===== src/logic/tcs_cfg.svh =====
// constants of the transmit sideband decoder
`ifndef TCS_CFG_SVH
`define TCS_CFG_SVH
// ****************************************
// sideband field positions
// ****************************************
`define TCS_USER_W        100
`define TCS_DATA_W        512
`define TCS_SOP_LO        0
`define TCS_SOP_HI        3
`define TCS_SLOT0_LO      4
`define TCS_SLOT_W        2
`define TCS_EOP_LO        12
`define TCS_EOP_HI        15
`define TCS_ABORT_LO      16
`define TCS_ABORT_HI      19
`define TCS_EDW0_LO       20
`define TCS_EDW_W         4
`define TCS_PAR_LO        36
`define TCS_PAR_HI        99
`define TCS_LANES         4
`define TCS_SLOT_BYTES    16
// ****************************************
// credit and register constants
// ****************************************
`define TCS_CREDITS       4'h8
`define TCS_CRED_W        4
`define TCS_ADDR_W        4
`define TCS_REG_CTRL      4'h0
`define TCS_REG_STAT      4'h1
`define TCS_REG_MASK      4'h2
`define TCS_REG_CRED      4'h3
`define TCS_REG_COUNT     4'h4
`define TCS_EV_W          4
`define TCS_EV_ABORT      0
`define TCS_EV_PARITY     1
`define TCS_EV_CODE       2
`define TCS_EV_SEQ        3
`define TCS_CTRL_RESET    2'h0
`endif


===== src/logic/tcs_pkg.sv =====
// types of the transmit sideband decoder
package tcs_pkg;
    // link state for credit release
    typedef enum logic [1:0] {
        TCS_IDLE,
        TCS_GRANT,
        TCS_RUN
    } tcs_link_t;
endpackage : tcs_pkg


===== src/logic/tcs_field_check.sv =====
// combinational check of one sideband word: code legality and parity
`timescale 1ns/1ps
`include "tcs_cfg.svh"
module tcs_field_check
    import tcs_pkg::*;
#(
    parameter int DATA_W = `TCS_DATA_W,
    parameter int USER_W = `TCS_USER_W
) (
    input  wire logic [DATA_W-1:0] i_data,     // beat data
    input  wire logic [USER_W-1:0] i_user,     // beat sideband
    output logic                   o_code_bad, // reserved encoding seen
    output logic                   o_par_bad   // byte parity mismatch
);
    // ****************************************
    // helpers
    // ****************************************
    // thermometer legality, used for both flag fields
    function automatic logic therm_ok(input logic [3:0] v);
        therm_ok = (v == 4'h0) || (v == 4'h1) || (v == 4'h3) || (v == 4'h7) || (v == 4'hf);
    endfunction : therm_ok

    wire logic [3:0] sop_w = i_user[`TCS_SOP_HI:`TCS_SOP_LO];     // start count flags [RL3]
    wire logic [3:0] eop_w = i_user[`TCS_EOP_HI:`TCS_EOP_LO];     // end count flags [RL4]
    logic [`TCS_LANES-1:0] slot_bad;                              // per start slot order fault
    logic [DATA_W/8-1:0]   byte_bad;                              // per byte parity fault

    // ****************************************
    // start slot ordering
    // ****************************************
    // later start slot must lie strictly after the previous one
    genvar g;
    generate
        for (g = 1; g < `TCS_LANES; g++) begin : g_slot
            wire logic [1:0] cur_w = i_user[`TCS_SLOT0_LO+g*`TCS_SLOT_W +: `TCS_SLOT_W]; // [RL2]
            wire logic [1:0] prv_w = i_user[`TCS_SLOT0_LO+(g-1)*`TCS_SLOT_W +: `TCS_SLOT_W];
            assign slot_bad[g] = sop_w[g] && (cur_w <= prv_w);      // [RL2]
        end
        for (g = 0; g < DATA_W/8; g++) begin : g_par
            // odd parity: xor of byte and its bit must be one
            assign byte_bad[g] = ~(^i_data[g*8 +: 8] ^ i_user[`TCS_PAR_LO+g]); // [RL13]
        end
    endgenerate
    assign slot_bad[0] = 1'b0;                                    // first slot takes any code [RL1]

    assign o_code_bad = !therm_ok(sop_w) || !therm_ok(eop_w) || (|slot_bad); // [RL15]
    assign o_par_bad  = |byte_bad;
endmodule : tcs_field_check


===== src/logic/tcs_tx_sideband.sv =====
// transmit stream sideband decoder with credits, abort and parity handling
`timescale 1ns/1ps
`include "tcs_cfg.svh"
// Function
// (RL1) first start slot bits 5:4, 16-byte steps
// (RL2) later start slots 7:6,9:8,11:10, ascending
// (RL3) start flags 3:0 thermometer count
// (RL4) end flags 15:12 thermometer count
// (RL5) sender ends packet only on last beat
// (RL6) end dword 23:20 used when end bit0
// (RL7) end dword 27:24 used when end bit1
// (RL8) end dwords 31:28,35:32 with bits 2,3
// (RL9) sender may flag abort in 19:16
// (RL10) aborted packet is nullified on link
// (RL11) abort any beat, end now or later
// (RL12) abort only with valid, held to end
// (RL13) odd byte parity 99:36, error nullifies
// (RL14) eight credits granted after link active
// (RL15) reserved encodings treated as protocol error
module tcs_tx_sideband
    import tcs_pkg::*;
#(
    parameter int DATA_W  = `TCS_DATA_W,
    parameter int USER_W  = `TCS_USER_W
) (
    input  wire logic                   i_clk,          // 100 MHz user clock
    input  wire logic                   i_reset_n,      // synchronous reset, low active
    input  wire logic [DATA_W-1:0]      i_tx_data,      // beat data
    input  wire logic [USER_W-1:0]      i_tx_user,      // beat sideband word
    input  wire logic                   i_tx_valid,     // beat valid
    input  wire logic                   i_active_req,   // sender wants link active
    input  wire logic                   i_credit_rtn,   // credit return, unused; consumed beats return credits
    output logic                        o_active_ack,   // core ready for packets
    output logic                        o_credit_gnt,   // one credit released
    output logic [3:0]                  o_end_valid,    // packets ending this beat
    output logic [3:0]                  o_end_nullify,  // ending packet must be nullified
    output logic [15:0]                 o_end_dword,    // last dword index per ending lane
    output logic [7:0]                  o_start_byte0,  // byte of first start
    output logic                        o_uncorr_err,   // uncorrectable internal error pulse
    input  wire logic [`TCS_ADDR_W-1:0] i_reg_addr,     // register address
    input  wire logic [31:0]            i_reg_wdata,    // register write data
    input  wire logic                   i_reg_wr,       // write strobe
    input  wire logic                   i_reg_rd,       // read strobe
    output logic [31:0]                 o_reg_rdata,    // read data, one cycle later
    output logic                        o_irq           // level interrupt
);
    // ****************************************
    // decode of the sideband word
    // ****************************************
    wire logic [3:0] start_count_flags = i_tx_user[`TCS_SOP_HI:`TCS_SOP_LO];       // [RL3]
    wire logic [3:0] end_count_flags   = i_tx_user[`TCS_EOP_HI:`TCS_EOP_LO];       // [RL4]
    wire logic [3:0] abort_flags       = i_tx_user[`TCS_ABORT_HI:`TCS_ABORT_LO];
    wire logic [1:0] first_start_slot  = i_tx_user[`TCS_SLOT0_LO +: `TCS_SLOT_W];  // [RL1]
    wire logic [15:0] end_dwords       = i_tx_user[`TCS_EDW0_LO +: 16];            // [RL6] [RL7] [RL8]
    wire logic beat_w  = i_tx_valid && o_active_ack;                               // accepted beat
    wire logic code_bad;                                                           // reserved code
    wire logic par_bad;                                                            // parity fault

    tcs_field_check #(
        .DATA_W (DATA_W),
        .USER_W (USER_W)
    ) u_check (
        .i_data     (i_tx_data),
        .i_user     (i_tx_user),
        .o_code_bad (code_bad),
        .o_par_bad  (par_bad)
    );

    // ****************************************
    // register state
    // ****************************************
    logic                 par_en_q;         // parity checking enable
    logic                 drop_code_q;      // nullify on reserved code too
    logic [`TCS_EV_W-1:0] stat_q;           // sticky event bits
    logic [`TCS_EV_W-1:0] mask_q;           // interrupt mask, 1 enables
    logic [31:0]          rdata_q;          // read data register
    logic [15:0]          pkt_count_q;      // packets ended
    logic                 in_pkt_q;         // a packet is open across beats
    logic                 taint_q;          // open packet already doomed
    logic [`TCS_CRED_W-1:0] credit_q;       // credits held by sender
    logic [`TCS_CRED_W-1:0] pend_q;         // credits still to release
    tcs_link_t            link_q;           // link state

    // ****************************************
    // packet continuity and nullify
    // ****************************************
    // count of starts and ends this beat
    function automatic logic [2:0] therm_cnt(input logic [3:0] v);
        therm_cnt = 3'(v[0]) + 3'(v[1]) + 3'(v[2]) + 3'(v[3]);
    endfunction : therm_cnt

    wire logic [2:0] n_sop = therm_cnt(start_count_flags);
    wire logic [2:0] n_eop = therm_cnt(end_count_flags);
    // a beat with no end leaves the last started packet open; an end with
    // more ends than starts closes the carried-over one as lane 0
    wire logic carry_in  = in_pkt_q;
    wire logic open_out  = (n_sop + 3'(carry_in)) > n_eop;                          // [RL5]
    wire logic seq_bad   = beat_w && ((n_eop > n_sop + 3'(carry_in)) ||
                                      (carry_in && n_sop != 3'h0 && n_eop == 3'h0));
    wire logic beat_err  = (par_en_q && par_bad) || (drop_code_q && code_bad);     // [RL13]
    // any abort bit or error dooms the packet left open by this beat; abort stays
    // high to the end, so a per-beat view is enough here
    wire logic doom_w    = (|abort_flags) || beat_err;                             // [RL10] [RL12]
    wire logic [3:0] null_w;
    genvar l;
    generate
        for (l = 0; l < `TCS_LANES; l++) begin : g_null
            wire logic carried = (l == 0) && carry_in;
            assign null_w[l] = end_count_flags[l] && (abort_flags[l] || beat_err ||
                               (carried && taint_q));                              // [RL10] [RL11]
        end
    endgenerate

    // ****************************************
    // events
    // ****************************************
    wire logic [`TCS_EV_W-1:0] ev_w;
    assign ev_w[`TCS_EV_ABORT]  = beat_w && (|abort_flags);                       // [RL9]
    assign ev_w[`TCS_EV_PARITY] = beat_w && par_en_q && par_bad;                  // [RL13]
    assign ev_w[`TCS_EV_CODE]   = beat_w && code_bad;                             // [RL15]
    assign ev_w[`TCS_EV_SEQ]    = seq_bad;                                        // [RL5]

    // ****************************************
    // register decode
    // ****************************************
    wire logic wr_ctrl = i_reg_wr && (i_reg_addr == `TCS_REG_CTRL);
    wire logic wr_stat = i_reg_wr && (i_reg_addr == `TCS_REG_STAT);
    wire logic wr_mask = i_reg_wr && (i_reg_addr == `TCS_REG_MASK);
    wire logic [31:0] rd_mux =
        (i_reg_addr == `TCS_REG_CTRL)  ? {30'h0, drop_code_q, par_en_q} :
        (i_reg_addr == `TCS_REG_STAT)  ? {28'h0, stat_q} :
        (i_reg_addr == `TCS_REG_MASK)  ? {28'h0, mask_q} :
        (i_reg_addr == `TCS_REG_CRED)  ? {28'h0, credit_q} :
        (i_reg_addr == `TCS_REG_COUNT) ? {16'h0, pkt_count_q} : 32'h0;
    // set wins over the write-one clear
    wire logic [`TCS_EV_W-1:0] stat_d = ev_w | (stat_q & ~(wr_stat ? i_reg_wdata[`TCS_EV_W-1:0] : 4'h0));

    // ****************************************
    // credits
    // ****************************************
    // sender spends one credit per accepted beat; held count is informative
    wire logic grant_w = (link_q != TCS_IDLE) && (pend_q != 4'h0);                 // [RL14]
    wire logic [`TCS_CRED_W-1:0] credit_d = credit_q + (grant_w ? 4'h1 : 4'h0) - (beat_w ? 4'h1 : 4'h0);
    // a spent beat returns as a fresh credit once consumed by the core
    wire logic [`TCS_CRED_W-1:0] pend_d = pend_q - (grant_w ? 4'h1 : 4'h0) + (beat_w ? 4'h1 : 4'h0);

    // ****************************************
    // link state machine
    // ****************************************
    tcs_link_t link_d;
    always_comb begin
        link_d = link_q;
        case (link_q)
            TCS_IDLE:  if (i_active_req) link_d = TCS_GRANT;
            TCS_GRANT: if (!i_active_req) link_d = TCS_IDLE;
                       else if (pend_d == 4'h0) link_d = TCS_RUN;
            TCS_RUN:   if (!i_active_req) link_d = TCS_IDLE;
            default:   link_d = TCS_IDLE;
        endcase
    end

    // ****************************************
    // sequential state
    // ****************************************
    // link and credits; leaving active drops held credits, returns refill
    always_ff @(posedge i_clk) begin
        if (!i_reset_n) begin
            link_q   <= TCS_IDLE;
            credit_q <= 4'h0;
            pend_q   <= `TCS_CREDITS;
        end else begin
            link_q   <= link_d;
            credit_q <= (link_d == TCS_IDLE) ? 4'h0 : credit_d;
            pend_q   <= (link_d == TCS_IDLE) ? `TCS_CREDITS : pend_d;     // [RL14]
        end
    end

    // handshake outputs
    always_ff @(posedge i_clk) begin
        if (!i_reset_n) begin
            o_active_ack <= 1'b0;
            o_credit_gnt <= 1'b0;
        end else begin
            o_active_ack <= (link_d != TCS_IDLE);
            o_credit_gnt <= grant_w;                                      // [RL14]
        end
    end

    // packet tracking across beats
    always_ff @(posedge i_clk) begin
        if (!i_reset_n) begin
            in_pkt_q    <= 1'b0;
            taint_q     <= 1'b0;
            pkt_count_q <= 16'h0;
        end else if (beat_w) begin
            in_pkt_q    <= open_out;
            // an open packet stays doomed until its end beat
            taint_q     <= open_out && (doom_w || (n_sop == 3'h0 && taint_q)); // [RL11]
            pkt_count_q <= pkt_count_q + 16'(n_eop);
        end
    end

    // decoded beat outputs
    always_ff @(posedge i_clk) begin
        if (!i_reset_n) begin
            o_end_valid   <= 4'h0;
            o_end_nullify <= 4'h0;
            o_end_dword   <= 16'h0;
            o_start_byte0 <= 8'h0;
            o_uncorr_err  <= 1'b0;
        end else begin
            o_end_valid   <= beat_w ? end_count_flags : 4'h0;             // [RL4]
            o_end_nullify <= beat_w ? null_w : 4'h0;                      // [RL10]
            o_end_dword   <= beat_w ? end_dwords : 16'h0;                 // [RL6] [RL7] [RL8]
            o_start_byte0 <= beat_w && start_count_flags[0] ?
                             8'(first_start_slot) * 8'(`TCS_SLOT_BYTES) : 8'h0; // [RL1]
            o_uncorr_err  <= ev_w[`TCS_EV_PARITY];                        // [RL13]
        end
    end

    // registers and interrupt
    always_ff @(posedge i_clk) begin
        if (!i_reset_n) begin
            {drop_code_q, par_en_q} <= `TCS_CTRL_RESET;
            stat_q      <= 4'h0;
            mask_q      <= 4'h0;
            rdata_q     <= 32'h0;
            o_irq       <= 1'b0;
        end else begin
            if (wr_ctrl) {drop_code_q, par_en_q} <= i_reg_wdata[1:0];
            if (wr_mask) mask_q <= i_reg_wdata[`TCS_EV_W-1:0];
            stat_q  <= stat_d;
            rdata_q <= i_reg_rd ? rd_mux : 32'h0;
            o_irq   <= |(stat_d & mask_q);
        end
    end
    assign o_reg_rdata = rdata_q;
endmodule : tcs_tx_sideband


===== config.mk =====
export PLATFORM = sky130hd
export DESIGN_NAME = tcs_tx_sideband
export DESIGN_NICKNAME = d
export VERILOG_FILES = /design/src/logic/tcs_pkg.sv /design/src/logic/tcs_field_check.sv /design/src/logic/tcs_tx_sideband.sv
export VERILOG_INCLUDE_DIRS = /design/src /design/src/logic
export SDC_FILE = /design/constraint.sdc
export NUM_CORES = 1
export LEC_CHECK = 0
export BUFFER_PORTS_ARGS = -buffer_cell sky130_fd_sc_hd__buf_2
export CAP_MARGIN = 30
export CORE_AREA = 4 4 278 280
export CTS_CLUSTER_DIAMETER = 120
export DETAILED_ROUTE_END_ITERATION = 10
export DIE_AREA = 0 0 282 284
export GPL_TIMING_DRIVEN = 1
export PLACE_DENSITY = 0.31
export SLEW_MARGIN = 10
export SYNTH_ARGS = -nofsm -noshare
export SYNTH_HDL_FRONTEND = slang
export SYNTH_SLANG_ARGS = --single-unit

===== constraint.sdc =====
create_clock -name i_clk -period 9 [get_ports i_clk]
set_input_delay 0.9 -clock i_clk [delete_from_list [all_inputs] [get_ports i_clk]]
set_output_delay 0.9 -clock i_clk [all_outputs]
set_load 0.02 [all_outputs]

==> results.cfg, run 1 <==
[outcome]
outcome = finished, final reports clean

[grt]
gr-total-overflow = 0
use_met2 = 0.2087
grtUsageTotal = 0.1103
grt_max_degree = 35
busiest_layer = met2
grt_pass1_wl_um = 63050
use_met1 = 0.1208
antenna_found_initial = 38
grt_pass1_vias = 9315
gr-usage-met3 = 0.02715

[min_path]
hold_path.class = register to register
holdPathStages = 1
hp-start = pkt_count_q[11]$_SDFFE_PN0N_

[run]
cap_violations = 0

[worst_setup_path]
critPathKind = input port to register
cp-end-kind = register
cp_slowest_cell = fa_1
cpMostUsedCell = ha_1
path_cells = buf_2, fa_1, ha_1, ha_1, inv_1, fa_1, ha_1, nor2b_1, o21ai_0, nand2b_1, a22oi_1, o21ai_0, a22o_1, a22oi_1, nand3_1
critPathLaunchType = input port
cp-startpoint = i_tx_user[0]
critPathBufInv = 2
cp.depth = 15
r2r-start = carry_in$_SDFFE_PN0N_
cp_data_arrival_time_ns = 4.27
cpLargestDelayFamily = adder cells
cp_slowest_stage_delay_ns = 0.51
cp_max_fo = 6
r2r_cells = 12
cp.required_ns = 9.23

[synthesis]
ys_warn_count = 0
ys_ff_latch = 84
ys_seq_area_frac = 0.1896
synth_top_area_share = 0.2913
synth-compound-area-share = 0.04021
ys.flop_type = dfxtp_1
synth_area_sq_mm = 0.008869
synth_area_leaders = xnor2_1 29%, dfxtp_1 19%, xnor3_1 16%
synth-simple-area-share = 0.1043
synth-adder-area-share = 0.05869
syn_area_per_cell_sq_um = 10.18
synth_top_family_by_area = XOR/XNOR gates
ys_top_cells_by_count = 295 x xnor2_1, 102 x xor2_1, 84 x dfxtp_1
synthArstFlopShare = 0
synth_edf_count = 0
ys_types = 50
synth.most_common_cell = xnor2_1
synth-xor-area-share = 0.5617
synth_mux_area_frac = 0.009594
yosysTopAreaCell = xnor2_1
synthCells = 871

[clock_network]
clock_path_buffers = 2
cts_max_level = 3
cts_resized = 0
cts_sinks = 84
post-cts-setup-buffers = 0
ctsHoldBuffers = 0
clk_latency_ns = 0.36
cts.reportedPaths.clkPinSlew_ns = 0.07
root_buffer = clkbuf_16
cts_tree = done
numCtsBuffers = 9

[power_and_ir_drop]
p_per_area_mw_per_mm2 = 116.8
ir_drop_mv = 0.06099
power_mw = 1.602
leakage_nw = 6.617

[drt]
viasPerCell = 3.285
ant_nets = 0
drtIter0Drc = 156
wl_per_cell_um = 18.27
first_pass_iters = 7
wl_um = 46310
drc = 0
num_vias = 8325

[sta]
period_needed_ns = 4.037
post-route-period-util = 0.4486
holdWs_ns = 0.5004
fin_ws_ns = 4.963
final.setup.tns_ns = 0
tightest_slew_ns = 0.8249
finalSetupViolations = 0
relSlewSlack = 0.4450
hold_violations = 0
finalMaxSlewViolations = 0
skew_ns = 0.005475
max_clock_freq_mhz = 247.7
rsz0062_at_grt = false

[cells_and_area]
design_area_sq_mm = 0.01372
drive_gt1_frac = 0.4537
fin_cells = 2534
postLayoutCoreUtil = 0.1843
fin_nets = 2242
syn_to_final_growth_pct = 54.67

[place]
dp_slack_ns = 4.451
dp_cells = 2506
port_buffers = 671
gp_congestion = 0.8096
place_hpwl_um = 43650
postPlaceCellArea_sq_mm = 0.01336

[floorplanning]
start_util = 0.1191
core_sq_mm = 0.07445
die-height_um = 284
die_x_um = 282
dieArea_sq_mm = 0.08009
row_count = 100
io_pins = 723
==> final timing paths <==
path / slack (ns) / to
worst max-delay path: 4.96 / o_irq$_SDFF_PN0_
worst min-delay path: 0.50 / o_reg_rdata[11]$_SDFF_PP0_
worst max register to register: 6.09 / o_irq$_SDFF_PN0_
worst min register to register: 0.50 / o_reg_rdata[11]$_SDFF_PP0_
==> kinds of logic (layout without fill, tap and decap cells) <==
family          Yosys count  after routing
xor+xnor                464            464
simple gates            164            164
flops                    84             84
buf+inv                  62            724
compound gates           50             50
fa+ha+maj                38             38
mux                       8              8
other cells               1             33
==> cell type report <==
type	instances	area, sq um
antenna	11	27.53
sequential	84	1682
clock inverter	7	103.9
timing repair buffer	675	3392
fill	8450	60730
inverter	33	123.9
multi-input combinational	746	6950
clock buffer	9	225.2
tap	969	1212
==> layout by cell type, fill, tap and decap left out, drive strengths merged, types with 2 or more instances in the layout <==
master | Yosys | layout
ha | 32 | 32
inv | 33 | 36
and3 | 4 | 4
clkbuf | 7 | 10
nor3 | 2 | 2
nand4 | 9 | 9
clkinvlp | 0 | 2
mux2 | 4 | 4
conb | 1 | 22
o211ai | 2 | 2
a21o | 4 | 4
and2 | 51 | 51
o21ai | 11 | 11
fa | 6 | 6
a21oi | 6 | 6
xor2 | 102 | 102
diode | 0 | 11
a22oi | 3 | 3
or3 | 4 | 4
nor2b | 11 | 11
xnor3 | 64 | 64
xnor2 | 298 | 298
a21boi | 7 | 7
nor4b | 3 | 3
nor2 | 17 | 17
bufinv | 0 | 2
o31a | 3 | 3
mux2i | 4 | 4
a31oi | 2 | 2
buf | 22 | 672
a222oi | 5 | 5
nand2 | 32 | 32
nor4 | 18 | 18
dfxtp | 84 | 84
nand3 | 8 | 8
==> report_power, final <==
part	internal, mW	switching [mW]
clock network	0.247	0.178
registers	0.380	0.00551
logic	0.452	0.339
==> metal layers <==
metal / part of all wire / up-vias
met3: 0.070 / 47
met1: 0.37 / 3714
met2: 0.55 / 374
met5: 0.0013 / -
li1: - / 4180
met4: 0.0091 / 10
(Power assumes the default switching activity.)
==> inputs of run 2 (changes only) <==
--- a/config.mk
+++ b/config.mk
@@ -8,12 +8,12 @@
 export LEC_CHECK = 0
 export BUFFER_PORTS_ARGS = -buffer_cell sky130_fd_sc_hd__buf_2
 export CAP_MARGIN = 30
-export CORE_AREA = 4 4 278 280
+export CORE_AREA = 4 4 277 279
 export CTS_CLUSTER_DIAMETER = 120
 export DETAILED_ROUTE_END_ITERATION = 10
-export DIE_AREA = 0 0 282 284
+export DIE_AREA = 0 0 281 283
 export GPL_TIMING_DRIVEN = 1
-export PLACE_DENSITY = 0.31
+export PLACE_DENSITY = 0.33
 export SLEW_MARGIN = 10
 export SYNTH_ARGS = -nofsm -noshare
 export SYNTH_HDL_FRONTEND = slang
==> constraint.sdc (replaced) <==
create_clock -name i_clk -period 3.55 [get_ports i_clk]
set_input_delay 0.355 -clock i_clk [delete_from_list [all_inputs] [get_ports i_clk]]
set_output_delay 0.355 -clock i_clk [all_outputs]
set_load 0.02 [all_outputs]
==> run 2 against run 1 <==
Effect of this change:
- hold slack worse by 0.31 ns
- die area down 0.71%
- worst setup slack worse by 4.7 ns
- first-iteration DRC count up 39%
- global-route usage up 0.096 points
- routed wire length down 0.63%
- critical endpoint unchanged
==> results.cfg, run 2 (synthesized netlist as in run 1, its figures left out) <==
[sta]
hold_violations = 0
skew_ns = 0.009461
finalSetupViolations = 0
post-route-period-util = 0.9261
max_clock_freq_mhz = 304.2
fin_ws_ns = 0.2624
final.setup.tns_ns = 0
rsz0062_at_grt = false
tightest_slew_ns = 0.6596
finalMaxSlewViolations = 0
relSlewSlack = 0.5593
period_needed_ns = 3.288

[grt]
gr-total-overflow = 0
grt_max_degree = 35
grt_pass1_wl_um = 64080
antenna_found_initial = 28
grtUsageTotal = 0.1113
grt_pass1_vias = 9540

[drt]
first_pass_iters = 6
drc = 0
wl_per_cell_um = 17.99
wl_met2_um = 25130
drtIter0Drc = 217
viasPerCell = 3.307
top_layer_used = met5
num_vias = 8459
ant_nets = 0
wl_um = 46020
met1Wirelength_um = 17190
wl_met3_um = 2986

[cells_and_area]
layout_commonest_cell = buf_2
syn_to_final_growth_pct = 56.70
drive_gt1_frac = 0.4639
design_area_sq_mm = 0.01390
postLayoutCoreUtil = 0.1873
final_cell_mix = 672 x buf_2, 295 x xnor2_1, 102 x xor2_1
fin_nets = 2268

[place]
place_hpwl_um = 43310
dp_slack_ns = -0.3047
gp_congestion = 0.8593
postPlaceCellArea_sq_mm = 0.01355
port_buffers = 671

[power_and_ir_drop]
internal_power_mw = 2.744
p_sw_mw = 1.369
leakage_nw = 6.747
seq_power_share = 0.238
power_mw = 4.113
p_sw_frac = 0.3328
combPwrFrac = 0.516
p_per_area_mw_per_mm2 = 295.9
p_clk_frac = 0.246
ir_drop_mv = 0.1621

[clock_network]
clk_latency_ns = 0.36
clock_path_buffers = 2
cts_resized = 0
post-cts-setup-buffers = 0
ctsHoldBuffers = 0
cts.reportedPaths.clkPinSlew_ns = 0.07
root_buffer = clkbuf_16
cts_sinks = 84
numCtsBuffers = 9
cts_max_level = 3
cts_tree = done

[floorplanning]
core_sq_mm = 0.07420
io_pins = 723
die-height_um = 283
die_x_um = 281
row_count = 100
start_util = 0.1195
dieArea_sq_mm = 0.07952

[worst_setup_path]
cp_data_arrival_time_ns = 3.52
rrSetupSlack_ns = 0.83
critical_path.endpoint = o_irq$_SDFF_PN0_
path_cells = buf_2, fa_1, ha_1, ha_1, inv_1, fa_1, ha_1, nor2b_1, o21ai_0, nand2b_1, a22oi_2, o21ai_0, a22o_1, a22oi_1, nand3_1
cp_max_fo = 2
r2r-start = carry_in$_SDFFE_PN0N_
cp-end-kind = register
cp_slowest_stage_delay_ns = 0.59
rr_endpoint = o_irq$_SDFF_PN0_
critPathLaunchType = input port
cp-startpoint = i_tx_user[0]
r2r_cells = 12
critPathKind = input port to register
cp.required_ns = 3.78
cp_slowest_cell = fa_1
cpMostUsedCell = ha_1

[run]
cap_violations = 0

[outcome]
outcome = finished, final reports clean

[min_path]
hold_path.class = input port to register
run 2: area by class of cell:
cell class | count | area, sq um
antenna | 9 | 22.52
clock buffer | 10 | 239.0
clock inverter | 6 | 75.07
fill | 8365 | 60300
inverter | 33 | 123.9
multi-input combinational | 746 | 6962
sequential | 84 | 1682
tap | 969 | 1212
timing repair buffer | 701 | 3581
run 2: critical path, delay by kind of cell:
| family | cells | cell delay (ns) |
|---|---|---|
| adder cells (fa/ha/maj) | 5 | 1.76 |
| AO/OA/AOI/OAI | 5 | 0.89 |
| AND/OR/NAND/NOR | 3 | 0.34 |
| buffers and inverters | 2 | 0.18 |
run 2: worst min-delay path by stage:
stage / start / endpoint / slack (ns) / cells past startpoint
2_1_floorplan: pkt_count_q[0]$_SDFFE_PN0N_ / o_reg_rdata[0]$_SDFF_PN0_ / 0.45 / 2
3_3_place_gp: pkt_count_q[15]$_SDFFE_PN0N_ / o_reg_rdata[15]$_SDFF_PP0_ / 0.47 / 1
3_5_place_dp: pkt_count_q[15]$_SDFFE_PN0N_ / o_reg_rdata[15]$_SDFF_PP0_ / 0.47 / 1
4_1_cts: i_tx_user[22] / o_end_dword[2]$_SDFF_PN0_ / 0.16 / 2
5_1_grt: i_tx_user[31] / o_end_dword[11]$_SDFF_PN0_ / 0.18 / 2
6_report: i_tx_user[22] / o_end_dword[2]$_SDFF_PN0_ / 0.19 / 2
run 2: power by group through the flow:
stage	Combinational (mW)	Sequential (mW)	Clock [mW]
2_1_floorplan	1.31	1.00	0
3_3_place_gp	2.17	1.00	0
3_5_place_dp	2.18	1.00	0
4_1_cts	2.19	0.979	1.08
5_1_grt	2.34	0.982	1.10
6_report	2.12	0.979	1.01
run 2: routing by layer:
layer | vias up | track usage
met5 | - | 0
met4 | 6 | 0.01812
met3 | 50 | 0.02058
met2 | 376 | 0.2185
met1 | 3803 | 0.1248
li1 | 4224 | -
run 2: through the flow:
stage          instances  hold slack (ns)
2_1_floorplan        892           0.4495
3_3_place_gp        2532           0.4729
3_5_place_dp        2533           0.4722
4_1_cts             2549           0.1638
5_1_grt             2550           0.1780
6_report            2558           0.1944
